`src/icsd_pkg.sv`:
```
/*
 package for the internal clock select and divide block: register offsets,
 field positions, reset values, write masks, source encodings, carriers.
 assumes a host register port with byte offsets and 32-bit data.
*/
package icsd_pkg;
    localparam logic [7:0] ICSD_OFS_MEM_CLK = 8'h04;
    localparam logic [7:0] ICSD_OFS_PIX_CLK = 8'h08;
    localparam logic [7:0] ICSD_OFS_PWR_SAVE = 8'h14;
    localparam logic [7:0] ICSD_OFS_PWM_CLK = 8'h70;
    localparam int ICSD_MEM_DIV_LSB = 4;
    localparam int ICSD_PIX_SRC_LSB = 0;
    localparam int ICSD_PIX_DIV_LSB = 4;
    localparam int ICSD_PWM_SRC_LSB = 1;
    localparam int ICSD_PWM_EN_BIT = 0;
    localparam int ICSD_PS_MODE_BIT = 0;
    localparam int ICSD_PS_STAT_BIT = 6;
    localparam logic [31:0] ICSD_RST_MEM_CLK = 32'h0000_0000;
    localparam logic [31:0] ICSD_RST_PIX_CLK = 32'h0000_0000;
    localparam logic [31:0] ICSD_RST_PWR_SAVE = 32'h0000_0001;
    localparam logic [31:0] ICSD_RST_PWM_CLK = 32'h0000_0000;
    localparam logic [31:0] ICSD_MASK_MEM_CLK = 32'h0000_0030;
    localparam logic [31:0] ICSD_MASK_PIX_CLK = 32'h0000_00ff;
    localparam logic [31:0] ICSD_MASK_PWR_SAVE = 32'h0000_0001;
    localparam logic [31:0] ICSD_MASK_PWM_CLK = 32'h0000_0007;
    localparam int ICSD_USB_FREQ_MHZ = 48;
    localparam int ICSD_MCLK_MAX_MHZ = 50;
    // clk_sys cycles without a usb input clock rising edge before usb is called stopped
    localparam int ICSD_USB_IDLE_CYCLES = 4;
    // source codes, pixel and pulse modulator
    localparam logic [3:0] ICSD_PIX_SRC_MEM = 4'h0;
    localparam logic [3:0] ICSD_PIX_SRC_BUS = 4'h1;
    localparam logic [3:0] ICSD_PIX_SRC_PRI = 4'h2;
    localparam logic [3:0] ICSD_PIX_SRC_SEC = 4'h3;
    localparam logic [1:0] ICSD_PWM_SRC_PRI = 2'h0;
    localparam logic [1:0] ICSD_PWM_SRC_SEC = 2'h1;
    localparam logic [1:0] ICSD_PWM_SRC_MEM = 2'h2;
    localparam logic [1:0] ICSD_PWM_SRC_PIX = 2'h3;

    typedef struct packed {
        logic bus;
        logic mem;
        logic pix;
        logic pwm;
        logic usb;
    } icsd_clk_en_type;

    typedef struct packed {
        logic sel;
        logic wr;
        logic [7:0] addr;
        logic [31:0] wdata;
    } icsd_reg_req_type;

    typedef struct packed {
        logic mem_access;
        logic lut_access;
        logic panel_on;
        logic usb_access;
    } icsd_activity_type;
endpackage

```
`src/icsd_clock_ctrl.sv`:
```
/*
 clock select and divide control: turns the primary and secondary input clock edges into
 one-cycle enables for the bus, memory, pixel and pulse modulator domains,
 and holds the clock configuration registers.
 assumes the primary, secondary and usb clocks arrive as sampled levels
 slower than half of clk_sys; the host port is synchronous to clk_sys.
*/
`timescale 1ns/1ps
`default_nettype none
module icsd_clock_ctrl #(
    parameter int USB_IDLE_CYCLES = icsd_pkg::ICSD_USB_IDLE_CYCLES
) (
    input wire logic clk_sys,
    input wire logic rst,
    input wire logic primary_input_clock,
    input wire logic secondary_input_clock,
    input wire logic usb_input_clock,
    input wire logic bus_clock_divide_strap,
    input wire icsd_pkg::icsd_reg_req_type reg_req,
    input wire icsd_pkg::icsd_activity_type activity,
    input wire logic mem_ctrl_idle,
    output logic [31:0] reg_rdata,
    output logic reg_ack,
    output logic reg_err,
    output icsd_pkg::icsd_clk_en_type clk_en,
    output logic usb_clock_active
);
    typedef enum logic [1:0] {
        ICSD_ST_RUN,
        ICSD_ST_DRAIN,
        ICSD_ST_SAVE
    } icsd_ps_state_type;

    // two-flop synchronisers for the external clock levels and the strap
    logic [3:0] sync1;
    logic [3:0] sync2;
    logic [3:0] prev;
    logic [3:0] rise;
    always_ff @(posedge clk_sys) begin
        sync1 <= {bus_clock_divide_strap, usb_input_clock,
                  secondary_input_clock, primary_input_clock};
        sync2 <= sync1;
        prev <= sync2;
    end
    assign rise = sync2 & ~prev;

    logic strap_q;
    logic next_strap_q;
    logic bus_half;
    logic next_bus_half;
    logic [1:0] mem_cnt;
    logic [1:0] next_mem_cnt;
    logic [2:0] pix_cnt;
    logic [2:0] next_pix_cnt;
    logic [31:0] mem_cfg;
    logic [31:0] next_mem_cfg;
    logic [31:0] pix_cfg;
    logic [31:0] next_pix_cfg;
    logic [31:0] pwm_cfg;
    logic [31:0] next_pwm_cfg;
    logic ps_mode;
    logic next_ps_mode;
    icsd_ps_state_type ps_state;
    icsd_ps_state_type next_ps_state;
    logic [1:0] mem_div_act;
    logic [1:0] next_mem_div_act;
    logic [7:0] pix_act;
    logic [7:0] next_pix_act;
    logic [1:0] pwm_act;
    logic [1:0] next_pwm_act;
    logic [7:0] usb_idle;
    logic [7:0] next_usb_idle;
    logic [31:0] next_reg_rdata;
    logic next_reg_ack;
    logic next_reg_err;
    icsd_pkg::icsd_clk_en_type next_clk_en;
    logic next_usb_clock_active;

    // pixel divisor code to terminal count; unknown codes divide by one
    function automatic logic [2:0] icsd_pix_last(input logic [3:0] code);
        logic [2:0] r;
        r = 3'h0;
        if (code == 4'h1) begin
            r = 3'h1;
        end else if (code == 4'h2) begin
            r = 3'h2;
        end else if (code == 4'h3) begin
            r = 3'h3;
        end else if (code == 4'h4) begin
            r = 3'h7;
        end
        return r;
    endfunction

    // register offset to a small index, 0 for an unmapped offset; read and
    // write share it so the two decodes cannot drift apart
    function automatic logic [2:0] icsd_reg_index(input logic [7:0] addr);
        logic [2:0] r;
        r = 3'h0;
        if (addr == icsd_pkg::ICSD_OFS_MEM_CLK) begin
            r = 3'h1;
        end else if (addr == icsd_pkg::ICSD_OFS_PIX_CLK) begin
            r = 3'h2;
        end else if (addr == icsd_pkg::ICSD_OFS_PWR_SAVE) begin
            r = 3'h3;
        end else if (addr == icsd_pkg::ICSD_OFS_PWM_CLK) begin
            r = 3'h4;
        end
        return r;
    endfunction

    logic [2:0] reg_idx;
    logic bus_tick;
    logic mem_tick;
    logic pix_src_tick;
    logic pix_tick;
    logic pwm_src_tick;
    logic mem_need;
    logic pix_need;
    logic reg_hit;
    always_comb begin
        next_strap_q = strap_q;
        next_bus_half = bus_half;
        next_mem_cnt = mem_cnt;
        next_pix_cnt = pix_cnt;
        next_mem_cfg = mem_cfg;
        next_pix_cfg = pix_cfg;
        next_pwm_cfg = pwm_cfg;
        next_ps_mode = ps_mode;
        next_ps_state = ps_state;
        next_mem_div_act = mem_div_act;
        next_pix_act = pix_act;
        next_pwm_act = pwm_act;
        next_usb_idle = usb_idle;
        next_reg_rdata = 32'h0000_0000;
        next_reg_ack = 1'b0;
        next_reg_err = 1'b0;
        reg_hit = 1'b0;
        reg_idx = icsd_reg_index(reg_req.addr);
        // strap is taken while reset holds it steady
        if (rst) begin
            next_strap_q = sync2[3];
        end
        // bus clock is every primary edge or every second one
        bus_tick = rise[0] & (~strap_q | bus_half);
        if (rise[0]) begin
            next_bus_half = ~bus_half;
        end
        // memory divider counts bus ticks, 1 to 4
        mem_tick = bus_tick & (mem_cnt == mem_div_act);
        if (bus_tick) begin
            next_mem_cnt = mem_tick ? 2'h0 : 2'(mem_cnt + 2'h1);
        end
        // pixel source then divisor
        if (pix_act[3:0] == icsd_pkg::ICSD_PIX_SRC_BUS) begin
            pix_src_tick = bus_tick;
        end else if (pix_act[3:0] == icsd_pkg::ICSD_PIX_SRC_PRI) begin
            pix_src_tick = rise[0];
        end else if (pix_act[3:0] == icsd_pkg::ICSD_PIX_SRC_SEC) begin
            pix_src_tick = rise[1];
        end else begin
            pix_src_tick = mem_tick;
        end
        pix_tick = pix_src_tick & (pix_cnt == icsd_pix_last(pix_act[7:4]));
        if (pix_src_tick) begin
            next_pix_cnt = pix_tick ? 3'h0 : 3'(pix_cnt + 3'h1);
        end
        // pulse modulator source
        if (pwm_act == icsd_pkg::ICSD_PWM_SRC_SEC) begin
            pwm_src_tick = rise[1];
        end else if (pwm_act == icsd_pkg::ICSD_PWM_SRC_MEM) begin
            pwm_src_tick = mem_tick;
        end else if (pwm_act == icsd_pkg::ICSD_PWM_SRC_PIX) begin
            pwm_src_tick = pix_tick;
        end else begin
            pwm_src_tick = rise[0];
        end
        // need of each gated domain, independent of its frequency
        mem_need = activity.mem_access | activity.lut_access
                   | activity.panel_on;
        pix_need = activity.panel_on & ~ps_mode;
        // new settings load only on a completed output period, so no
        // shortened or stretched pulse reaches a domain
        // a gated pixel or pulse modulator domain sees no pulses, so it may take a new setting at once
        if (mem_tick) begin
            next_mem_div_act = mem_cfg[icsd_pkg::ICSD_MEM_DIV_LSB +: 2];
        end
        if (pix_tick | ~pix_need) begin
            next_pix_act = pix_cfg[7:0];
        end
        if (pwm_src_tick | ~pwm_cfg[icsd_pkg::ICSD_PWM_EN_BIT]) begin
            next_pwm_act = pwm_cfg[icsd_pkg::ICSD_PWM_SRC_LSB +: 2];
        end
        // usb clock seen toggling recently
        if (rise[2]) begin
            next_usb_idle = 8'h00;
        end else if (usb_idle != 8'(USB_IDLE_CYCLES)) begin
            next_usb_idle = 8'(usb_idle + 8'h01);
        end
        // memory controller power save handshake
        case (ps_state)
            ICSD_ST_RUN: begin
                if (ps_mode) begin
                    next_ps_state = ICSD_ST_DRAIN;
                end
            end
            ICSD_ST_DRAIN: begin
                if (!ps_mode) begin
                    next_ps_state = ICSD_ST_RUN;
                end else if (mem_ctrl_idle) begin
                    next_ps_state = ICSD_ST_SAVE;
                end
            end
            default: begin
                if (!ps_mode) begin
                    next_ps_state = ICSD_ST_RUN;
                end
            end
        endcase
        // register port; the block's registers need only clk_sys, not the bus clock enable
        if (reg_req.sel) begin
            next_reg_ack = 1'b1;
            if (reg_idx == 3'h1) begin
                reg_hit = 1'b1;
                next_reg_rdata = mem_cfg;
            end else if (reg_idx == 3'h2) begin
                reg_hit = 1'b1;
                next_reg_rdata = pix_cfg;
            end else if (reg_idx == 3'h3) begin
                reg_hit = 1'b1;
                next_reg_rdata = 32'({ps_state == ICSD_ST_SAVE,
                                      5'h00, ps_mode});
            end else if (reg_idx == 3'h4) begin
                reg_hit = 1'b1;
                next_reg_rdata = pwm_cfg;
            end
            next_reg_err = ~reg_hit;
            if (reg_req.wr) begin
                if (reg_idx == 3'h1) begin
                    next_mem_cfg = reg_req.wdata & icsd_pkg::ICSD_MASK_MEM_CLK;
                end else if (reg_idx == 3'h2) begin
                    next_pix_cfg = reg_req.wdata & icsd_pkg::ICSD_MASK_PIX_CLK;
                end else if (reg_idx == 3'h3) begin
                    next_ps_mode = reg_req.wdata[icsd_pkg::ICSD_PS_MODE_BIT];
                end else if (reg_idx == 3'h4) begin
                    next_pwm_cfg = reg_req.wdata & icsd_pkg::ICSD_MASK_PWM_CLK;
                end
            end
        end
        // gating by need, independent of programmed frequency
        next_clk_en.bus = bus_tick;
        next_clk_en.mem = mem_tick & mem_need & (ps_state != ICSD_ST_SAVE);
        next_clk_en.pix = pix_tick & pix_need;
        // only the pulse modulator enable looks at an enable bit of its own
        next_clk_en.pwm = pwm_src_tick & pwm_cfg[icsd_pkg::ICSD_PWM_EN_BIT];
        next_usb_clock_active = usb_idle != 8'(USB_IDLE_CYCLES);
        next_clk_en.usb = rise[2] & activity.usb_access;
        // dividers restart from phase zero on reset
        if (rst) begin
            next_bus_half = 1'b0;
            next_mem_cnt = 2'h0;
            next_pix_cnt = 3'h0;
            next_mem_cfg = icsd_pkg::ICSD_RST_MEM_CLK;
            next_pix_cfg = icsd_pkg::ICSD_RST_PIX_CLK;
            next_pwm_cfg = icsd_pkg::ICSD_RST_PWM_CLK;
            next_ps_mode = icsd_pkg::ICSD_RST_PWR_SAVE[0];
            next_ps_state = ICSD_ST_RUN;
            next_mem_div_act = 2'h0;
            next_pix_act = 8'h00;
            next_pwm_act = 2'h0;
            next_usb_idle = 8'(USB_IDLE_CYCLES);
            next_reg_rdata = 32'h0000_0000;
            next_reg_ack = 1'b0;
            next_reg_err = 1'b0;
            next_clk_en = '0;
            next_usb_clock_active = 1'b0;
        end
    end

    always_ff @(posedge clk_sys) begin
        strap_q <= next_strap_q;
        bus_half <= next_bus_half;
        mem_cnt <= next_mem_cnt;
        pix_cnt <= next_pix_cnt;
        mem_cfg <= next_mem_cfg;
        pix_cfg <= next_pix_cfg;
        pwm_cfg <= next_pwm_cfg;
        ps_mode <= next_ps_mode;
        ps_state <= next_ps_state;
        mem_div_act <= next_mem_div_act;
        pix_act <= next_pix_act;
        pwm_act <= next_pwm_act;
        usb_idle <= next_usb_idle;
        reg_rdata <= next_reg_rdata;
        reg_ack <= next_reg_ack;
        reg_err <= next_reg_err;
        clk_en <= next_clk_en;
        usb_clock_active <= next_usb_clock_active;
    end
endmodule
`default_nettype wire

```
`config.mk`:
```
export PLATFORM = sky130hd
export DESIGN_NAME = icsd_clock_ctrl
export DESIGN_NICKNAME = d
export VERILOG_FILES = /design/src/icsd_pkg.sv /design/src/icsd_clock_ctrl.sv
export SDC_FILE = /design/constraint.sdc
export NUM_CORES = 1
export LEC_CHECK = 0
export BUFFER_PORTS_ARGS = -buffer_cell sky130_fd_sc_hd__buf_4
export CORE_MARGIN = 10
export CORE_UTILIZATION = 28
export DETAILED_ROUTE_END_ITERATION = 7
export GPL_TIMING_DRIVEN = 0
export PLACE_DENSITY = 0.47
export SLEW_MARGIN = 5
export SYNTH_ARGS = -nofsm -noshare
export SYNTH_HDL_FRONTEND = slang
export SYNTH_SLANG_ARGS = --single-unit
```
`constraint.sdc`:
```
create_clock -name clk_sys -period 5.7 [get_ports clk_sys]
set_input_delay 0.855 -clock clk_sys [delete_from_list [all_inputs] [get_ports clk_sys]]
set_output_delay 0.855 -clock clk_sys [all_outputs]
set_load 0.01 [all_outputs]
```
[Word-level counts from Yosys, hierarchy flattened]
Cells that the tools add are included.
Storage, ports and cells
  register bits: 94
  input port bits: 53
  logic and storage cells: 128
Cells by class
  add/sub/neg operators: 3
  equal/unequal tests: 27
  muxes and demuxes: 33
  bitwise logic cells: 26
  reductions and logical operators: 11
Operators with widths (number)
  3-bit two-way mux: 12
  4-bit by 2-bit equality test with 1-bit output, second input constant: 4
  1-bit two-way mux: 12
  2-bit two-way mux: 5
  1-bit NOT: 10
  1-bit bitwise AND: 9
  8-bit by 1-bit adder with 8-bit output, second input constant: 1
  4-bit by 1-bit equality test with 1-bit output, second input constant: 2
  8-bit by 3-bit equality test with 1-bit output, second input constant: 1
  8-bit by 4-bit equality test with 1-bit output, second input constant: 1
  8-bit by 5-bit equality test with 1-bit output, second input constant: 1
  8-bit by 7-bit equality test with 1-bit output, second input constant: 1
  8-bit two-way mux: 1
  8-bit by 3-bit inequality test with 1-bit output, second input constant: 1
  7-bit two-way mux: 1
  2-bit equality test, second input constant: 3
  3-bit by 2-bit equality test with 1-bit output, second input constant: 2
  6-bit two-way mux: 1
  3-bit AND reduction: 2
  6-bit AND reduction: 1
  1-bit bitwise OR: 5
  5-bit AND reduction: 1
  5-bit OR reduction: 1
  2-bit by 1-bit equality test with 1-bit output, second input constant: 2
  18 further kinds: 20

[Logic depth before layout (Yosys ltp)]
Gate-level depths: netlist of the first run.
  depth in word-level cells: 12
  depth in mapped cells: 7
  depth with buffers taken out: 7

[Worst setup path before layout of the first run]
OpenSTA, ideal clock, no wires.
  path type: in2reg
  start: input port reg_req[33] in the netlist's numbering
  end: register pix_cfg[5]
  setup time: 0.128 ns
  data arrival time: 2.439 ns
  data required time: 5.572 ns
  path slack: 3.133 ns
  stages on the path: 6
  buffers on the path: 0
  cell sequence: or3_4 > or3_4 > nor4b_4 > nand3_4 > mux2i_1 > nor2_1
On the way
  longest elaborated chain between the ends: 8
  elaborated cells between the ends (all ways): 12
RTL lines
  start: declaration: line icsd_clock_ctrl.sv:19  | input wire icsd_pkg::icsd_reg_req_type reg_req,
  8-bit by 7-bit equality test with 1-bit output: line icsd_clock_ctrl.sv:106  | end else if (addr == icsd_pkg::ICSD_OFS_PWM_CLK) begin
  3-bit two-way mux: line icsd_clock_ctrl.sv:106
  3-bit two-way mux: line icsd_clock_ctrl.sv:104  | end else if (addr == icsd_pkg::ICSD_OFS_PWR_SAVE) begin
  3-bit two-way mux: line icsd_clock_ctrl.sv:102  | end else if (addr == icsd_pkg::ICSD_OFS_PIX_CLK) begin
  3-bit two-way mux (*): line icsd_clock_ctrl.sv:100  | if (addr == icsd_pkg::ICSD_OFS_MEM_CLK) begin
  3-bit by 1-bit equality test with 1-bit output: line icsd_clock_ctrl.sv:239  | if (reg_idx == 3'h1) begin
  1-bit NOT (no source line)
  4-bit AND reduction (no source line) (*)
  end signal: assignment: line icsd_clock_ctrl.sv:286  | pix_cfg <= next_pix_cfg;
  end: declaration: line icsd_clock_ctrl.sv:57  | logic [31:0] pix_cfg;
Mark *: on every way between the ends. The rest lies on a longest branch, timed or not.
A chain may end at the register's enable or synchronous reset.

[Worst setup path after layout of the first run]
Ends and elaborated chain as after synthesis.

==> flow_summary.yaml, run 1 <==
synth:
  synth-async-reset-ratio_pct: 0
  ys_ff_latch: 70
  netlist.area_leader.share_pct: 47.1
  synth-main-ff-cell: "dfxtp_1"
  seq_area_frac_synth_pct: 48.1
  synth_most_common_cell: "dfxtp_1"
  synth_cells: 298
  yosys.cell_types.count: 52
  syn_avg_cell_area_um2: 9.85
  synth_area_leaders: "dfxtp_1 47%, mux2i_1 8.9%, buf_4 6.1%"
  syn_area_mm2: 0.00293
  synth_warnings: 0
  synth_edf_count: 1
  synth_common_cells: "69 x dfxtp_1, 48 x nor2_1, 26 x mux2i_1, 24 x buf_4, 13 x nand2_1"
  synth_largest_area_cell: "dfxtp_1"
cts:
  h-tree-depth: 3
  cts_buffers: 9
  clockRootBuffer: "clkbuf_8"
  clock_sinks: 70
  clk_pin_slew_ns: 0.08
  ctsHoldBuffers: 0
  cts_resized: 0
  clk_latency_ns: 0.34
  postCtsSetupBuffers: 0
  cts_tree: "built"
  clock_path_buffers: 2
power:
  p_seq_share_pct: 47.9
  p_comb_share_pct: 7.9
  p_int_mw: 0.817
  switching_share_pct: 23.0
  clkPwrFrac_pct: 44.2
  p_per_area_mw_per_mm2: 282
  power_switching_mw: 0.245
  ir_drop_uv: 235
  p_leak_nw: 1.63
worst_hold_path:
  hp-class: "register to register"
grt:
  overflow: 0
  grt_first_pass_wirelength_um: 11000
  grt_pass1_vias: 2261
  grt.total_usage_pct: 9.28
  antenna_found_initial: 0
  grt_max_degree: 14
timing:
  rsz0062_at_grt: "false"
  setup_tns_ns: 0
  slew_headroom_pct: 55.1
  fmax_mhz: 384
  post-route-min-period_ns: 2.60
  hold_viol_final: 0
  slew_viol_final: 0
  clock-skew-final_ns: 0.00700
  min_period_over_period_pct: 45.7
  worst_pin_slew_ns: 0.670
  finalSetupViolations: 0
floorplanning:
  ios: 93
  rows: 37
  die-area_mm2: 0.0150
  die_y_um: 122
  start_util_pct: 28.5
  die_w_um: 122
  fp.coreArea_mm2: 0.0103
drt:
  drcViolationCount: 0
  via_per_inst: 4.33
  routedWlPerCell_um: 13.2
  drt_iter0_drc: 57
  postRouteAntennaNets: 0
  num_vias: 2237
  drt_wl_total_um: 6840
  first_pass_iters: 4
placement:
  gp_congestion: 0.769
  io_buffers: 44
  post-dp-hpwl_um: 5280
final_layout:
  syn2layout_area_growth_pct: 28.1
  layout-drive-gt1-share_pct: 25.5
  final_core_util_pct: 36.6
  antenna_cells: 0
  nNetsFinal: 432
worst_setup_path:
  cp_data_arrival_time_ns: 2.82
  criticalPathCategory: "primary input to register"
  crit_path_end_kind: "register"
  cp_max_fo: 10
  required_ns: 5.92
  startpoint_type: "primary input"
job:
  maxCapViolations: 0
status:
  status: "complete, no violations"
-- power groups by stage --
stage	sequential [mW]	combinational (mW)	clock, mW
CTS	0.509	0.0836	0.488
global placement	0.520	0.0831	0
floorplan	0.519	0.0501	0
finish	0.509	0.0839	0.469
detailed placement	0.520	0.0834	0
global route	0.511	0.0929	0.509
-- worst max-delay path, cell delays in order --
cell	delay, ns
buf_4	0.11
or3_4	0.38
or3_4	0.36
nor4b_4	0.59
nand3_4	0.26
mux2i_1	0.21
nor2_1	0.05
-- cell families after synthesis --
logic type,count (synthesis),synth area share (%)
AND/OR/NAND/NOR,118,22.4
flip-flops,70,48.1
other,1,0.128
multiplexers,26,8.87
XOR/XNOR,10,2.99
adder cells (fa/ha/maj),3,1.28
buffers and inverters,38,7.93
AO/OA/AOI/OAI,32,8.27
-- flip-flops by register name (all words and copies together), names as in the netlist --
name              count
pix_cnt               3
pwm_cfg               3
pix_act               8
ps_state              2
strap_q               1
usb_idle              8
sync1                 4
reg_ack               1
mem_cnt               2
mem_div_act           2
pix_cfg               8
usb_clock_active      1
sync2                 4
mem_cfg               2
pwm_act               2
reg_rdata             8
bus_half              1
prev                  3
reg_err               1
ps_mode               1
clk_en                5
-- cell type report --
cell class / count / area (µm²)
Multi-Input combinational cell: 213 / 1380
Inverter: 9 / 33.8
Clock inverter: 6 / 90.1
Timing Repair Buffer: 44 / 330
Clock buffer: 10 / 149
Fill cell: 1044 / 6520
Buffer: 29 / 199
Tap cell: 136 / 170
Sequential cell: 70 / 1410
-- metal layers --
metal	track usage, %	part of all wire, %
met1	10.9	47
met2	14.7	43
met3	3.67	7.5
met4	4.05	2.1
met5	0	0
-- layout by cell type, fill, tap and decap left out, types with 4 or more instances in the layout --
cell      count
mux2i_1      26
buf_4        68
clkbuf_8      9
dfxtp_1      69
nand2_1      13
nand3_1       9
nor3_1        7
inv_1         9
nand2b_1      4
a21oi_1       6
conb_1       24
nor2_1       48
a22oi_1       6
xor2_1        9
and3_1        6
-- final timing paths --
kind,slack [ns],endpoint,startpoint,cells past startpoint
worst max-delay path,3.10,pix_cfg[5],reg_req[33],7
worst min-delay path,0.33,sync2[2],sync1[2],0
worst max register to register,3.44,pwm_act[0],prev[0],6
worst min register to register,0.33,sync2[2],sync1[2],0
-- stage by stage --
| stage | hold slack (ns) | setup slack, ns | cell area, µm² | instances | power, mW |
|---|---|---|---|---|---|
| 6_report | 0.331 | 3.10 | 3760 | 517 | 1.06 |
| 3_3_place_gp | 0.314 | 2.76 | 3520 | 501 | 0.603 |
| 3_5_place_dp | 0.315 | 2.75 | 3520 | 501 | 0.604 |
| 2_1_floorplan | 0.310 | 3.13 | 3020 | 321 | 0.570 |
| 5_1_grt | 0.343 | 3.00 | 3760 | 517 | 1.11 |
| 4_1_cts | 0.334 | 3.12 | 3760 | 517 | 1.08 |
No activity file was read; power rests on OpenSTA's default activity.
==> inputs of run 2 (changes only) <==
ABC_AREA = 1   (was not set)
PLACE_DENSITY = 0.49   (was 0.47)
clock period = 2.1 ns   (was 5.7 ns; I/O delays follow)
==> flow_summary.yaml, run 2 <==
synth:
  synth_common_cells: "69 x dfxtp_1, 60 x inv_1, 41 x nand2_1, 30 x a21oi_1"
  synth_most_common_cell: "dfxtp_1"
  syn_avg_cell_area_um2: 8.31
  synth_cells: 363
  synth_warnings: 0
  synth_largest_area_cell: "dfxtp_1"
  seq_area_frac_synth_pct: 46.8
  synth-main-ff-cell: "dfxtp_1"
  yosys.cell_types.count: 44
  synth_edf_count: 1
  ys_ff_latch: 70
  netlist.area_leader.share_pct: 45.8
  synth_area_leaders: "dfxtp_1 46%, inv_1 7.5%, buf_4 6.0%"
  synth-async-reset-ratio_pct: 0
  syn_area_mm2: 0.00302
final_layout:
  nNetsFinal: 497
  antenna_cells: 0
  layout-drive-gt1-share_pct: 25.3
  syn2layout_area_growth_pct: 26.2
  fin_cells: 582
  mostFrequentLayoutCell: "dfxtp_1"
  design_area_mm2: 0.00381
  final_cell_mix: "69 x dfxtp_1, 68 x buf_4, 60 x inv_1"
  num-fill-cells: 1086
worst_setup_path:
  worstPathCellList: "inv_1, ha_1, inv_1, nor4_1, nor2_1, nand2_1, a21oi_1"
  crit_path_max_incr_delay_ns: 0.64
  cpMostUsedCell: "inv_1"
  crit_family: "simple AND/OR/NAND/NOR gates"
  path_buf_inv: 2
  startpoint_type: "register"
  crit_path_end_kind: "register"
  required_ns: 2.33
  ff2ff_path_depth: 7
  r2r-end: "usb_idle[7]"
  ff2ff_setup_slack_ns: 0.36
  cp_data_arrival_time_ns: 1.97
  crit_end: "usb_idle[7]"
  criticalPathCategory: "register to register"
  startpoint: "usb_idle[1]"
  crit_slowest_cell: "nor4_1"
  cp_max_fo: 5
  r2r_start: "usb_idle[1]"
  crit_cells: 7
drt:
  postRouteAntennaNets: 0
  via_per_inst: 4.16
  routedWlPerCell_um: 11.3
  drt_wl_total_um: 6570
  num_vias: 2424
  drcViolationCount: 0
  first_pass_iters: 4
  drt_iter0_drc: 86
timing:
  finalSetupViolations: 0
  min_period_over_period_pct: 82.7
  slew_viol_final: 0
  rsz0062_at_grt: "false"
  fmax_mhz: 576
  hold_viol_final: 0
  clock-skew-final_ns: 0.0141
  worst_pin_slew_ns: 0.766
  post-route-min-period_ns: 1.74
  slew_headroom_pct: 48.5
  setup_tns_ns: 0
placement:
  post-dp-hpwl_um: 5190
  postPlaceCellArea_mm2: 0.00360
  io_buffers: 44
  gp_congestion: 0.771
  dp_cells: 566
power:
  p_seq_share_pct: 50.7
  p_leak_nw: 1.63
  clkPwrFrac_pct: 38.7
  power_switching_mw: 0.708
  p_comb_share_pct: 10.6
  switching_share_pct: 25.8
  p_int_mw: 2.04
  p_per_area_mw_per_mm2: 722
  ir_drop_uv: 283
grt:
  overflow: 0
  grt.total_usage_pct: 8.95
  grt_first_pass_wirelength_um: 10800
  antenna_found_initial: 0
  grt_max_degree: 14
  grt_pass1_vias: 2316
floorplanning:
  ios: 93
  start_util_pct: 28.9
  die_y_um: 124
  die_w_um: 124
  die-area_mm2: 0.0153
  fp.coreArea_mm2: 0.0104
  rows: 37
cts:
  cts_resized: 0
  postCtsSetupBuffers: 0
  h-tree-depth: 3
  clock_path_buffers: 2
  clock_sinks: 70
  clk_pin_slew_ns: 0.08
  ctsHoldBuffers: 0
  cts_tree: "built"
  clk_latency_ns: 0.35
  cts_buffers: 9
  clockRootBuffer: "clkbuf_8"
worst_hold_path:
  hp-class: "primary input to register"
job:
  maxCapViolations: 0
status:
  status: "complete, no violations"
==> run 2: cell count changes after synthesis, sizes merged, moves of 6 or more <==
| cell | change |
|---|---|
| nand4 | +6 |
| a22oi | -6 |
| inv | +52 |
| nand3 | +12 |
| nand2 | +35 |
| and3 | -8 |
| nor2 | -19 |
| xor2 | -6 |
| a21oi | +26 |
| o21ai | +22 |
| mux2i | -26 |
==> run 2: logic make-up (layout without fill, tap and decap cells) <==
| family | Yosys count | in the layout | synth area share, % |
|---|---|---|---|
| AO/OA/AOI/OAI | 71 | 71 | 13.8 |
| XOR/XNOR | 5 | 5 | 1.45 |
| adder cells (fa/ha/maj) | 3 | 3 | 1.24 |
| buffers and inverters | 92 | 152 | 15.1 |
| flip-flops | 70 | 70 | 46.8 |
| other | 1 | 24 | 0.124 |
| AND/OR/NAND/NOR | 121 | 121 | 21.5 |
==> run 2: worst min-delay path by stage <==
stage	startpoint	end	slack [ns]	cells after the start
after floorplan	sync1[0]	sync2[0]	0.31	0
after global placement	sync1[2]	sync2[2]	0.31	0
after detailed placement	sync1[2]	sync2[2]	0.31	0
after CTS	usb_input_clock	sync1[2]	0.04	1
after global routing	usb_input_clock	sync1[2]	0.03	1
final	usb_input_clock	sync1[2]	0.07	1
==> run 2: metrics by stage <==
| step | utilization, % | hold WS, ns | total power [mW] | setup slack (ns) |
|---|---|---|---|---|
| final | 36.5 | 0.0681 | 2.75 | 0.364 |
| after global routing | 36.5 | 0.0281 | 2.89 | 0.271 |
| after detailed placement | 34.6 | 0.312 | 1.71 | 0.366 |
| after CTS | 36.5 | 0.0430 | 2.80 | 0.390 |
| after global placement | 34.6 | 0.312 | 1.71 | 0.360 |
| after floorplan | - | 0.310 | 1.62 | 0.630 |
==> run 2: per-layer routing <==
metal,up-vias,part of all wire (%),global-route usage (%)
li1,1288,-,-
met1,1063,45,10.4
met2,63,45,13.7
met3,10,7.8,4.71
met4,0,1.7,3.28
met5,-,0,0
==> run 2: layout make-up <==
cell class / instances / area [µm²] / share of cell area (%)
clock buffers: 11 / 163 / 4.27
clock inverters: 5 / 41.3 / 1.08
inverters: 62 / 233 / 6.11
repair buffers: 44 / 330 / 8.68
plain buffers: 30 / 224 / 5.88
flip-flops and latches: 70 / 1410 / 37.1
well taps: 136 / 170 / 4.47
multi-input cells: 224 / 1230 / 32.4
==> run 2: power by group through the flow <==
stage | registers, mW | clock network [mW] | logic [mW]
floorplan | 1.42 | 0 | 0.194
global placement | 1.42 | 0 | 0.286
detailed placement | 1.43 | 0 | 0.289
CTS | 1.39 | 1.11 | 0.291
global route | 1.40 | 1.16 | 0.326
finish | 1.39 | 1.06 | 0.290
